--- src/pmlm_pkg.sv ---
// Shared constants for the PCM level meter
package pmlm_pkg;
  // Command byte layout
  localparam int unsigned CMD_RW_BIT   = 7;             // 1 = write, 0 = read
  localparam int unsigned CMD_TYPE_HI  = 6;             // Command type field top
  localparam int unsigned CMD_TYPE_LO  = 5;             // Command type field bottom
  localparam int unsigned CMD_ADDR_HI  = 4;             // Register address top
  localparam logic [1:0]  CMD_GLOBAL   = 2'h1;          // Global command type

  // Global register addresses of the meter
  localparam logic [4:0]  ADDR_RES_LOW  = 5'h10;        // meter_result_low
  localparam logic [4:0]  ADDR_RES_HIGH = 5'h11;        // meter_result_high
  localparam logic [4:0]  ADDR_COUNT    = 5'h12;        // Sample count
  localparam logic [4:0]  ADDR_CONFIG   = 5'h13;        // Channel, mode, on bit

  // Config register fields
  localparam int unsigned CFG_ON_BIT  = 7;              // meter_on_bit
  localparam int unsigned CFG_LIN_BIT = 6;              // 1 = linear, 0 = compressed
  localparam int unsigned CFG_CS_HI   = 2;              // Channel select top
  localparam int unsigned CFG_CS_W    = 3;              // Channel select width

  // Result low register fields
  localparam int unsigned RES_RDY_BIT = 7;              // result_ready_flag
  localparam int unsigned RES_LOW_W   = 7;              // Low part of result
  localparam int unsigned RES_W       = 15;             // Whole result width

  // Reset values
  localparam logic [7:0]  RST_CONFIG  = 8'h00;
  localparam logic [7:0]  RST_COUNT   = 8'h00;
  localparam logic [7:0]  RST_RESULT  = 8'h00;
  localparam logic [7:0]  ZERO_BYTE   = 8'h00;
endpackage
--- src/pmlm_accum.sv ---
// Rectifying accumulator with sample counter for the level meter
module pmlm_accum #(
  parameter int unsigned SAMPLE_W = 16,                 // Linear sample width
  parameter int unsigned ACC_W    = 24,                 // Accumulator width
  parameter int unsigned SHIFT    = 8                   // Scale before the result
) (
  input  wire logic                  clk,
  input  wire logic                  arst_n,
  input  wire logic                  clear,             // Restart the interval
  input  wire logic                  sample_en,         // One new sample
  input  wire logic [SAMPLE_W-1:0]   sample,            // Two's complement
  input  wire logic [7:0]            target,            // Samples per interval
  output logic                       done,              // Interval complete pulse
  output logic [pmlm_pkg::RES_W-1:0] sum                // Scaled, saturated sum
);
  logic [ACC_W-1:0]    acc_r;                           // Running sum
  logic [ACC_W-1:0]    acc_nxt;                         // Sum including this sample
  logic [7:0]          cnt_r;                           // Samples taken so far
  logic [7:0]          cnt_nxt;                         // Count including this sample
  logic [SAMPLE_W-1:0] mag;                             // Rectified sample
  logic [ACC_W-1:0]    scaled;                          // Sum after scaling
  logic                last;                            // This sample ends the interval

  // Magnitude; the most negative code maps to its true size, fits unsigned
  assign mag     = sample[SAMPLE_W-1] ? SAMPLE_W'(-sample) : sample;
  assign acc_nxt = acc_r + ACC_W'(mag);
  assign cnt_nxt = cnt_r + 8'h01;
  // A target of zero behaves as one, so the meter never stalls
  assign last    = (cnt_nxt >= target);
  assign scaled  = acc_nxt >> SHIFT;

  // Accumulate and count; clear and restart right after each interval
  always_ff @(posedge clk or negedge arst_n) begin
    if (!arst_n) begin
      acc_r <= '0;
      cnt_r <= 8'h00;
    end else if (clear) begin
      // Discard partial sums from an old channel or mode
      acc_r <= '0;
      cnt_r <= 8'h00;
    end else if (sample_en && last) begin
      acc_r <= '0;
      cnt_r <= 8'h00;
    end else if (sample_en) begin
      acc_r <= acc_nxt;
      cnt_r <= cnt_nxt;
    end
  end

  // Completion pulse and saturated result, both taken in one edge
  always_ff @(posedge clk or negedge arst_n) begin
    if (!arst_n) begin
      done <= 1'b0;
      sum  <= '0;
    end else begin
      done <= sample_en && last && !clear;
      if (sample_en && last && !clear) begin
        // Saturate rather than wrap: a clipped level is still a loud one
        if (|(scaled >> pmlm_pkg::RES_W)) begin
          sum <= '1;
        end else begin
          sum <= scaled[pmlm_pkg::RES_W-1:0];
        end
      end
    end
  end
endmodule

--- src/pmlm_meter.sv ---
// Level meter shared by eight PCM channels, with its global command registers
// What this block does
// One meter; three-bit field picks the channel
// Meter measures only while its on bit is 1
// Count register sets samples per measurement interval
// Sum magnitudes, then set ready and latch both
// Low: 7 result bits plus ready; high: upper 8
// Reading the high result clears ready
// New result overwrites unread result, sets ready again
// Software should read low before high
// Linear mode delivers accumulated sum to result registers
// Compressed mode copies PCM word into high register
// Global commands: address low five bits, bit7 writes
// After latching, restart accumulation at once
// Channel or mode change restarts the accumulation
module pmlm_meter #(
  parameter int unsigned NCH    = 8,                    // Voice channels sharing the meter
  parameter int unsigned LIN_W  = 16,                   // Linear PCM width
  parameter int unsigned COMP_W = 8,                    // Compressed PCM width
  parameter int unsigned ACC_W  = 24,                   // Accumulator width
  parameter int unsigned SHIFT  = 8                     // Accumulator to result scaling
) (
  input  wire logic                    clk,
  input  wire logic                    arst_n,
  input  wire logic                    frame_tick,      // One pulse per 8 kHz frame
  input  wire logic [NCH*LIN_W-1:0]    pcm_linear,      // Linear samples, channel 0 lowest
  input  wire logic [NCH*COMP_W-1:0]   pcm_comp,        // Compressed samples, channel 0 lowest
  input  wire logic                    cmd_valid,       // Command from serial_control_port
  input  wire logic [7:0]              cmd_byte,        // Command byte
  input  wire logic [7:0]              cmd_wdata,       // Data byte for writes
  output logic                         rd_valid,        // Read answer pulse
  output logic [7:0]                   rd_data,         // Read answer byte
  output logic                         meter_irq_ready  // Copy of result_ready_flag
);
  localparam int unsigned SEL_W = pmlm_pkg::CFG_CS_W;

  logic [7:0]             config_r;                     // Channel, mode and on bit
  logic [7:0]             count_r;                      // Samples per interval
  logic [7:0]             res_high_r;                   // meter_result_high
  logic [pmlm_pkg::RES_LOW_W-1:0] res_low_r;            // Low result bits
  logic                   ready_r;                      // result_ready_flag
  logic [SEL_W-1:0]       sel_q;                        // Channel seen last cycle
  logic                   lin_q;                        // Mode seen last cycle
  logic                   on_q;                         // On bit seen last cycle

  logic                   is_global;                    // Command type is global
  logic                   is_write;                     // Command writes
  logic [4:0]             addr;                         // Register address
  logic                   wr_cfg;                       // Write to config
  logic                   wr_cnt;                       // Write to count
  logic                   rd_hit;                       // Read of a meter register
  logic                   rd_high;                      // Read of the high result
  logic [SEL_W-1:0]       sel;                          // Chosen channel
  logic                   lin;                          // Linear mode
  logic                   on;                           // Meter enabled
  logic                   restart;                      // Drop the running interval
  logic [LIN_W-1:0]       lin_sample;                   // Chosen linear sample
  logic [COMP_W-1:0]      comp_sample;                  // Chosen compressed sample
  logic                   acc_done;                     // Interval finished
  logic [pmlm_pkg::RES_W-1:0] acc_sum;                  // Finished sum
  logic                   take_sum;                     // Latch a linear result

  // Command decode
  assign addr      = cmd_byte[pmlm_pkg::CMD_ADDR_HI:0];
  assign is_global = (cmd_byte[pmlm_pkg::CMD_TYPE_HI:pmlm_pkg::CMD_TYPE_LO]
                      == pmlm_pkg::CMD_GLOBAL);
  assign is_write  = cmd_byte[pmlm_pkg::CMD_RW_BIT];
  assign wr_cfg    = cmd_valid && is_global && is_write && (addr == pmlm_pkg::ADDR_CONFIG);
  assign wr_cnt    = cmd_valid && is_global && is_write && (addr == pmlm_pkg::ADDR_COUNT);
  assign rd_hit    = cmd_valid && is_global && !is_write &&
                     ((addr == pmlm_pkg::ADDR_RES_LOW) || (addr == pmlm_pkg::ADDR_RES_HIGH) ||
                      (addr == pmlm_pkg::ADDR_COUNT)   || (addr == pmlm_pkg::ADDR_CONFIG));
  assign rd_high   = rd_hit && (addr == pmlm_pkg::ADDR_RES_HIGH);

  // Config fields
  assign sel = config_r[pmlm_pkg::CFG_CS_HI -: SEL_W];
  assign lin = config_r[pmlm_pkg::CFG_LIN_BIT];
  assign on  = config_r[pmlm_pkg::CFG_ON_BIT];

  // Channel mux; the select stays inside the packed sample bus
  assign lin_sample  = pcm_linear[sel*LIN_W +: LIN_W];
  assign comp_sample = pcm_comp[sel*COMP_W +: COMP_W];

  // Restart when off, in compressed mode, or when channel or mode just moved
  assign restart  = !on || !lin || (sel != sel_q) || (lin != lin_q) || !on_q;
  // A result finished under an old setting is never reported
  assign take_sum = acc_done && on && lin && !restart;

  // Accumulator and sample counter
  pmlm_accum #(
    .SAMPLE_W (LIN_W),
    .ACC_W    (ACC_W),
    .SHIFT    (SHIFT)
  ) u_accum (
    .clk       (clk),
    .arst_n    (arst_n),
    .clear     (restart),
    .sample_en (frame_tick && on && lin),
    .sample    (lin_sample),
    .target    (count_r),
    .done      (acc_done),
    .sum       (acc_sum)
  );

  // Writable configuration
  always_ff @(posedge clk or negedge arst_n) begin
    if (!arst_n) begin
      config_r <= pmlm_pkg::RST_CONFIG;
      count_r  <= pmlm_pkg::RST_COUNT;
    end else begin
      if (wr_cfg) begin
        // Only meter fields are kept; other bits read back as zero
        config_r <= cmd_wdata & {1'b1, 1'b1, 3'h0, {SEL_W{1'b1}}};
      end
      if (wr_cnt) begin
        count_r <= cmd_wdata;
      end
    end
  end

  // Previous settings, used to spot a change of channel or mode
  always_ff @(posedge clk or negedge arst_n) begin
    if (!arst_n) begin
      sel_q <= '0;
      lin_q <= 1'b0;
      on_q  <= 1'b0;
    end else begin
      sel_q <= sel;
      lin_q <= lin;
      on_q  <= on;
    end
  end

  // Result registers; a new result simply overwrites an unread one
  always_ff @(posedge clk or negedge arst_n) begin
    if (!arst_n) begin
      res_high_r <= pmlm_pkg::RST_RESULT;
      res_low_r  <= '0;
    end else if (take_sum) begin
      res_low_r  <= acc_sum[pmlm_pkg::RES_LOW_W-1:0];
      res_high_r <= acc_sum[pmlm_pkg::RES_W-1:pmlm_pkg::RES_LOW_W];
    end else if (on && !lin && frame_tick) begin
      // Compressed word passes straight through, untouched
      res_high_r <= comp_sample;
    end
  end

  // Ready flag; a completion in the clearing cycle wins over the read
  always_ff @(posedge clk or negedge arst_n) begin
    if (!arst_n) begin
      ready_r <= 1'b0;
    end else if (take_sum) begin
      ready_r <= 1'b1;
    end else if (rd_high) begin
      // Why low first matters: this read wipes the flag
      ready_r <= 1'b0;
    end
  end

  // Read answers, one cycle after the command
  always_ff @(posedge clk or negedge arst_n) begin
    if (!arst_n) begin
      rd_valid <= 1'b0;
      rd_data  <= pmlm_pkg::ZERO_BYTE;
    end else begin
      rd_valid <= rd_hit;
      if (rd_hit) begin
        case (addr)
          pmlm_pkg::ADDR_RES_LOW:  rd_data <= {ready_r, res_low_r};
          pmlm_pkg::ADDR_RES_HIGH: rd_data <= res_high_r;
          pmlm_pkg::ADDR_COUNT:    rd_data <= count_r;
          pmlm_pkg::ADDR_CONFIG:   rd_data <= config_r;
          default:                 rd_data <= pmlm_pkg::ZERO_BYTE;
        endcase
      end
    end
  end

  // Flag mirror for a status pin, registered
  always_ff @(posedge clk or negedge arst_n) begin
    if (!arst_n) begin
      meter_irq_ready <= 1'b0;
    end else begin
      meter_irq_ready <= ready_r || take_sum;
    end
  end
endmodule

--- config.mk ---
export PLATFORM = sky130hd
export DESIGN_NAME = pmlm_meter
export DESIGN_NICKNAME = d
export VERILOG_FILES = /design/src/pmlm_pkg.sv /design/src/pmlm_accum.sv /design/src/pmlm_meter.sv
export SDC_FILE = /design/constraint.sdc
export NUM_CORES = 1
export LEC_CHECK = 0
export BUFFER_PORTS_ARGS = -buffer_cell sky130_fd_sc_hd__buf_2
export CORE_MARGIN = 8
export CORE_UTILIZATION = 40
export DETAILED_ROUTE_END_ITERATION = 10
export PLACE_DENSITY = 0.68
export SLEW_MARGIN = 30
export SYNTH_ARGS = -nofsm -noshare
export SYNTH_HDL_FRONTEND = slang
export SYNTH_SLANG_ARGS = --single-unit
--- constraint.sdc ---
create_clock -name clk -period 4.3 [get_ports clk]
set_input_delay 0.43 -clock clk [delete_from_list [all_inputs] [get_ports clk]]
set_output_delay 0.43 -clock clk [all_outputs]
set_load 0.005 [all_outputs]
**After elaboration in Yosys (flattened, before gate mapping)**

Cells that the tools add are included.

- Bits in registers: 92
- Latch bits: 0
- RAM bits: 0
- Bits in read-only memories: 0
- Input port bits: 212
- Output and inout bits: 10
- Word-level logic and storage cells: 73
- Memories kept: 0

- Add/sub/neg operators: 3
- $mul: 0
- Divide/modulo/power cells: 0
- Magnitude comparators: 1
- Eq/ne operators: 7
- Shift-type cells: 2
- Multiplexer cells: 13
- Bitwise gates (word level): 0
- Reduce and logical (&&, ||, !) cells: 32

Operators with widths:

| operator | number |
|---|---|
| variable part select 128 x 8 -> 16 bit | 1 |
| 2-to-1 mux 24 bit | 3 |
| variable part select 64 x 7 -> 8 bit | 1 |
| 2-to-1 mux 8 bit | 5 |
| one-hot mux 8 bit (4 select lines) | 1 |
| adder 24 x 16 -> 24 bit | 1 |
| == test 5 bit (second input constant) | 4 |
| logical AND 1 bit | 16 |
| 2-to-1 mux 16 bit | 1 |
| negation 16 bit | 1 |
| 2-to-1 mux 15 bit | 1 |
| adder 8 x 1 -> 8 bit (second input constant) | 1 |
| greater-or-equal comparator 8 bit | 1 |
| logical OR 1 bit | 8 |
| zero test 1 bit | 5 |
| nonzero test 2 bit | 2 |
| != test 3 bit | 1 |
| nonzero test 3 bit | 1 |
| == test 2 x 1 -> 1 bit (second input constant) | 1 |
| 2-to-1 mux 1 bit | 2 |
| != test 1 bit | 1 |

**Longest topological paths before layout**

- Depth after elaboration: 8
- Mapped depth: 19
- Mapped depth without buffers: 15

**Cells and area by module**

From an unflattened synthesis, not the netlist that was laid out.

- Cell total of the unflattened synthesis: 621
- Area, all modules: 6,922.9 um^2

By module, submodules not included:

| module | instances | cells each | area an instance (um^2) | sequential area each (um^2) |
|---|---|---|---|---|
| pmlm_accum | 1 | 402 | 3,513.4 | 1,201.2 |
| pmlm_meter | 1 | 219 | 3,409.5 | 1,101.1 |

**Worst setup path after synthesis**

Ideal clock, no wire load.

- Path kind: flip-flop to flip-flop
- Start point: reg config_r[1]
- End point: reg u_accum.sum[0] (netlist name)
- Setup time: 0.141 ns
- Data arrival time: 4.334 ns
- Required time: 4.159 ns
- Path slack: -0.175 ns
- Cell stages (with the launch flop): 20
- Path buffers: 4
- Period minus slack after synthesis: 4.475 ns
- Cell sequence: dfrtp_1 buf_2 clkbuf_1 mux4_2 mux2i_4 ha_1 o21ai_1 or3b_4 o31ai_2 xor2_1 ha_1 clkbuf_1 a21o_1 a21oi_1 o21bai_1 o2bb2ai_1 nor4b_2 xnor2_1 clkbuf_1 a31oi_1

- Cells in the longest elaborated chain, start to end: 6
- Elaborated cells between the ends (all ways): 11
- Those cells by class: add/sub (2); eq/ne (1); shift (1); mux (2); reduce/logical (5)

Ends and longest elaborated chain:

| element | RTL line | text |
|---|---|---|
| start: declaration | pmlm_meter.sv:37 | `logic [7:0] config_r;` |
| start signal: assignment | pmlm_meter.sv:108 | `config_r <= pmlm_pkg::RST_CONFIG;` |
| start signal: assignment | pmlm_meter.sv:113 | `config_r <= cmd_wdata & {1'b1, 1'b1, 3'h0, {SEL_W{1'b1}}};` |
| branches (longest 6 deep; another with adder 24 x 16 -> 24 bit) | n/a |  |
| end signal: assignment | pmlm_accum.sv:62 | `sum <= scaled[pmlm_pkg::RES_W-1:0];` |
| end: declaration | pmlm_accum.sv:14 | `output logic [pmlm_pkg::RES_W-1:0] sum` |

Several ways; the timed one is not identified.
A chain may end at the register's enable or synchronous reset.

**Worst setup path after layout**

- Start point: reg config_r[0]
- End point: reg u_accum.sum[0] (netlist name)

The elaborated chain is that of the path after synthesis.

==> results.sh <==
export IMPL_synthAdderAreaFrac=0.06109
export IMPL_hp_class="input pin to async pin"
export IMPL_max_cap_violations=0
export IMPL_drt_wirelength_per_cell_um=18.37
export IMPL_core_area_mm2=0.01647
export IMPL_status="completed"
export IMPL_synth_compound_area_frac=0.1396
export IMPL_grt_pass1_wl_mm=31.63
export IMPL_postLayoutCoreUtil=0.5397
export IMPL_end_kind="flop"
export IMPL_maxSlewHeadroom=0.5487
export IMPL_tns_ns=0
export IMPL_synth_xor_area_frac=0.05772
export IMPL_post_route_period_util=0.9894
export IMPL_fill_cells=1462
export IMPL_area_growth_syn_to_layout_pct=33.10
export IMPL_cp_max_fo=8
export IMPL_first_pass_iters=4
export IMPL_cts_buffer_depth=2
export IMPL_grt_max_degree=74
export IMPL_syn_cell_area_mm2=0.006676
export IMPL_synth_simple_gate_area_frac=0.1061
export IMPL_ios=222
export IMPL_yosys_mux_area_fraction=0.2539
export IMPL_dpl_cell_count=1068
export IMPL_routabilityCongestion=0.8339
export IMPL_port_buffers=221
export IMPL_synth_top_family_by_area="multiplexers"
export IMPL_dpl_hpwl_mm=16.09
export IMPL_wl_mm=20.12
export IMPL_synthCells=623
export IMPL_cts_buffers=9
export IMPL_placed_cell_area_mm2=0.008247
export IMPL_grt_pass1_vias=6383
export IMPL_period_needed_ns=4.254
export IMPL_finalHoldViolations=0
export IMPL_synth_top_cell_by_area="dfrtp_1"
export IMPL_synth_top_area_share=0.3448
export IMPL_worstSetupPathType="flop to flop"
export IMPL_synth_warnings=0
export IMPL_ant_nets=0
export IMPL_holdBufCountCts=0
export IMPL_layout_drive_gt1_share=0.4617
export IMPL_drtIter0Drc=376
export IMPL_start_util=0.4055
export IMPL_r2r_start="config_r[0]$_DFFE_PN0P_"
export IMPL_leakage_nw=4.130
export IMPL_report_final_slew_viol_count=0
export IMPL_vias=5958
export IMPL_nets=1115
export IMPL_p_total_mw=2.380
export IMPL_n_antenna_cell=0
export IMPL_die_x_um=145.2
export IMPL_max_freq_mhz=235.0
export IMPL_syn_nets=867
export IMPL_setup_ws_ns=0.04555
export IMPL_rsz0062_at_grt="true"
export IMPL_synth_edf_count=0
export IMPL_async_reset_ff_frac=1.000
export IMPL_cts_tree="yes"
export IMPL_power_density_mw_per_mm2=267.8
export IMPL_ys_seq_area_frac=0.3448
export IMPL_drc=0
export IMPL_cp_slowest_cell="mux4_2"
export IMPL_grt_use_total=0.1818
export IMPL_dp_slack_ns=-0.1089
export IMPL_grt_overflow=0
export IMPL_synth_cell_types=55
export IMPL_required_ns=4.50
export IMPL_cts_root_buffer="clkbuf_16"
export IMPL_die_area_mm2=0.02108
export IMPL_setup_worst_path_start="config_r[0]$_DFFE_PN0P_"
export IMPL_critPathLaunchType="flop"
export IMPL_synth_flop_cell="dfrtp_1"
export IMPL_ys_ff_latch=92
export IMPL_syn_area_per_cell_um2=10.72
export IMPL_finClkSkew_ns=0.004487
export IMPL_rows=47
export IMPL_grt_antenna_before_repair=0
export IMPL_hold_slack_ns=0.1120
export IMPL_cp_data_arrival_time_ns=4.45
export IMPL_synth_area_leaders="dfrtp_1 (34%), mux4_2 (18%), ha_1 (5.8%)"
export IMPL_final_cell_area_mm2=0.008886
export IMPL_via_per_inst=5.441
export IMPL_worst_skew_pair_late_latency_ns=0.34
export IMPL_peakVddDrop_mv=0.1984
export IMPL_setup_viol_count_final=0
export IMPL_cts_sinks=92
export IMPL_path_cells="mux4_2 -> mux2i_4 -> ha_2 -> o21ai_2 -> or3b_4 -> o31ai_4 -> xor2_2 -> ha_1 -> and2_4 -> and3_4 -> nand3_4 -> o2bb2ai_4 -> nor4b_4 -> xnor2_2 -> a31oi_1"
export IMPL_die_y_um=145.2
export IMPL_slowest_delay_ns=0.56
export IMPL_clk_pin_slew_ns=0.07
export IMPL_fin_cells=1095
export IMPL_tightest_slew_ns=0.6770
export IMPL_htree_levels=3
==> cell usage after synthesis (3+ instances only) <==
library cell  instances
dfrtp_1              92
nand2_1              54
mux2i_1              22
nor2b_1               3
o22ai_1               9
inv_1                17
o21ai_1              36
and2_1                5
ha_1                 31
nand4_1               6
buf_1                 3
a21o_1               10
and3_1                6
mux2_2               21
xor2_1               25
o21ai_0              21
a211oi_1              3
o211ai_1              3
xnor2_1              19
clkbuf_1             24
buf_2                 6
a31oi_1              21
nand2b_1              7
nand3_1              10
nor3_1                7
mux4_2               53
a21oi_1              31
o31ai_2               3
a22o_1                7
nor2_1               37
==> critical path: cells and delay by family, from the launching register on <==
kind / cells / cell delay [ns]
adder cells (fa/ha/maj): 2 / 0.53
AND/OR/NAND/NOR: 5 / 1.35
XOR/XNOR: 2 / 0.36
flip-flops: 1 / 0.55
multiplexers: 2 / 0.73
AO/OA/AOI/OAI: 4 / 0.59
==> flip-flops by register name, summed over array words and instances (netlist names), 3 cells and up <==
signal / flops
u_accum.acc_r: 24
u_accum.sum: 15
count_r: 8
rd_data: 8
res_high_r: 8
u_accum.cnt_r: 8
res_low_r: 7
config_r: 5
sel_q: 3
==> cells by family after synthesis <==
group | count (synthesis)
compound gates | 154
xor+xnor | 44
fa+ha+maj | 32
buf+inv | 55
flops | 92
mux | 98
simple gates | 148
==> layout make-up <==
class,instances,area [µm²],share of cell area
multi-input cells,477,4380,0.4930
repair buffers,272,1562,0.1757
well taps,220,275.3,0.03098
inverters,19,71.32,0.008026
flip-flops and latches,92,2308,0.2598
clock buffers,10,229.0,0.02577
clock inverters,5,60.06,0.006759
==> per-layer routing <==
layer / share of wire / global-route usage / up-vias
li1: - / - / 2847
met1: 0.42 / 0.2212 / 2911
met2: 0.51 / 0.3199 / 176
met3: 0.052 / 0.04104 / 24
met4: 0.016 / 0.04477 / 0
met5: 0 / 0 / -
==> worst paths after layout <==
| check | slack [ns] | cells after the start | endpoint |
|---|---|---|---|
| max | 0.05 | 15 | u_accum.sum[0]$_DFFE_PN0P_ |
| min | 0.11 | 1 | count_r[3]$_DFFE_PN0P_ |
| max reg2reg | 0.05 | 15 | u_accum.sum[0]$_DFFE_PN0P_ |
| min reg2reg | 0.48 | 2 | rd_data[4]$_DFFE_PN0P_ |
| max in group asynchronous | 3.43 | 2 | u_accum.acc_r[5]$_DFFE_PN0P_ |
| min in group clk | 0.30 | 3 | count_r[4]$_DFFE_PN0P_ |
==> report_power, final <==
group          internal [mW]  switching [mW]  total [mW]
Clock                  0.451           0.342       0.793
Combinational          0.330           0.305       0.634
Sequential             0.915          0.0370       0.952
==> what timing repair did <==
| item | 4_1_cts | 5_1_grt |
|---|---|---|
| pin swaps | 0 | 36 |
| buffers inserted | 0 | 10 |
| cloned | 0 | 2 |
| gates resized for setup | 1 | 39 |
| setup endpoints to repair | 15 | 23 |
==> cells in the final DEF (no fill, tap or decap), drive strengths merged, types with 4 or more instances in the layout <==
| cell | n |
|---|---|
| nor3 | 7 |
| inv | 21 |
| buf | 271 |
| clkbuf | 11 |
| o21ai | 58 |
| a21o | 10 |
| mux4 | 53 |
| nor2 | 37 |
| mux2 | 21 |
| nand2 | 54 |
| a21oi | 31 |
| a31oi | 21 |
| a22o | 7 |
| o22ai | 9 |
| xor2 | 25 |
| and3 | 6 |
| xnor2 | 20 |
| o31ai | 4 |
| ha | 31 |
| dfrtp | 92 |
| nand3 | 10 |
| and2 | 5 |
| nand2b | 7 |
| mux2i | 24 |
| nand4 | 6 |
Note: power is estimated with default switching activity, not from simulation.
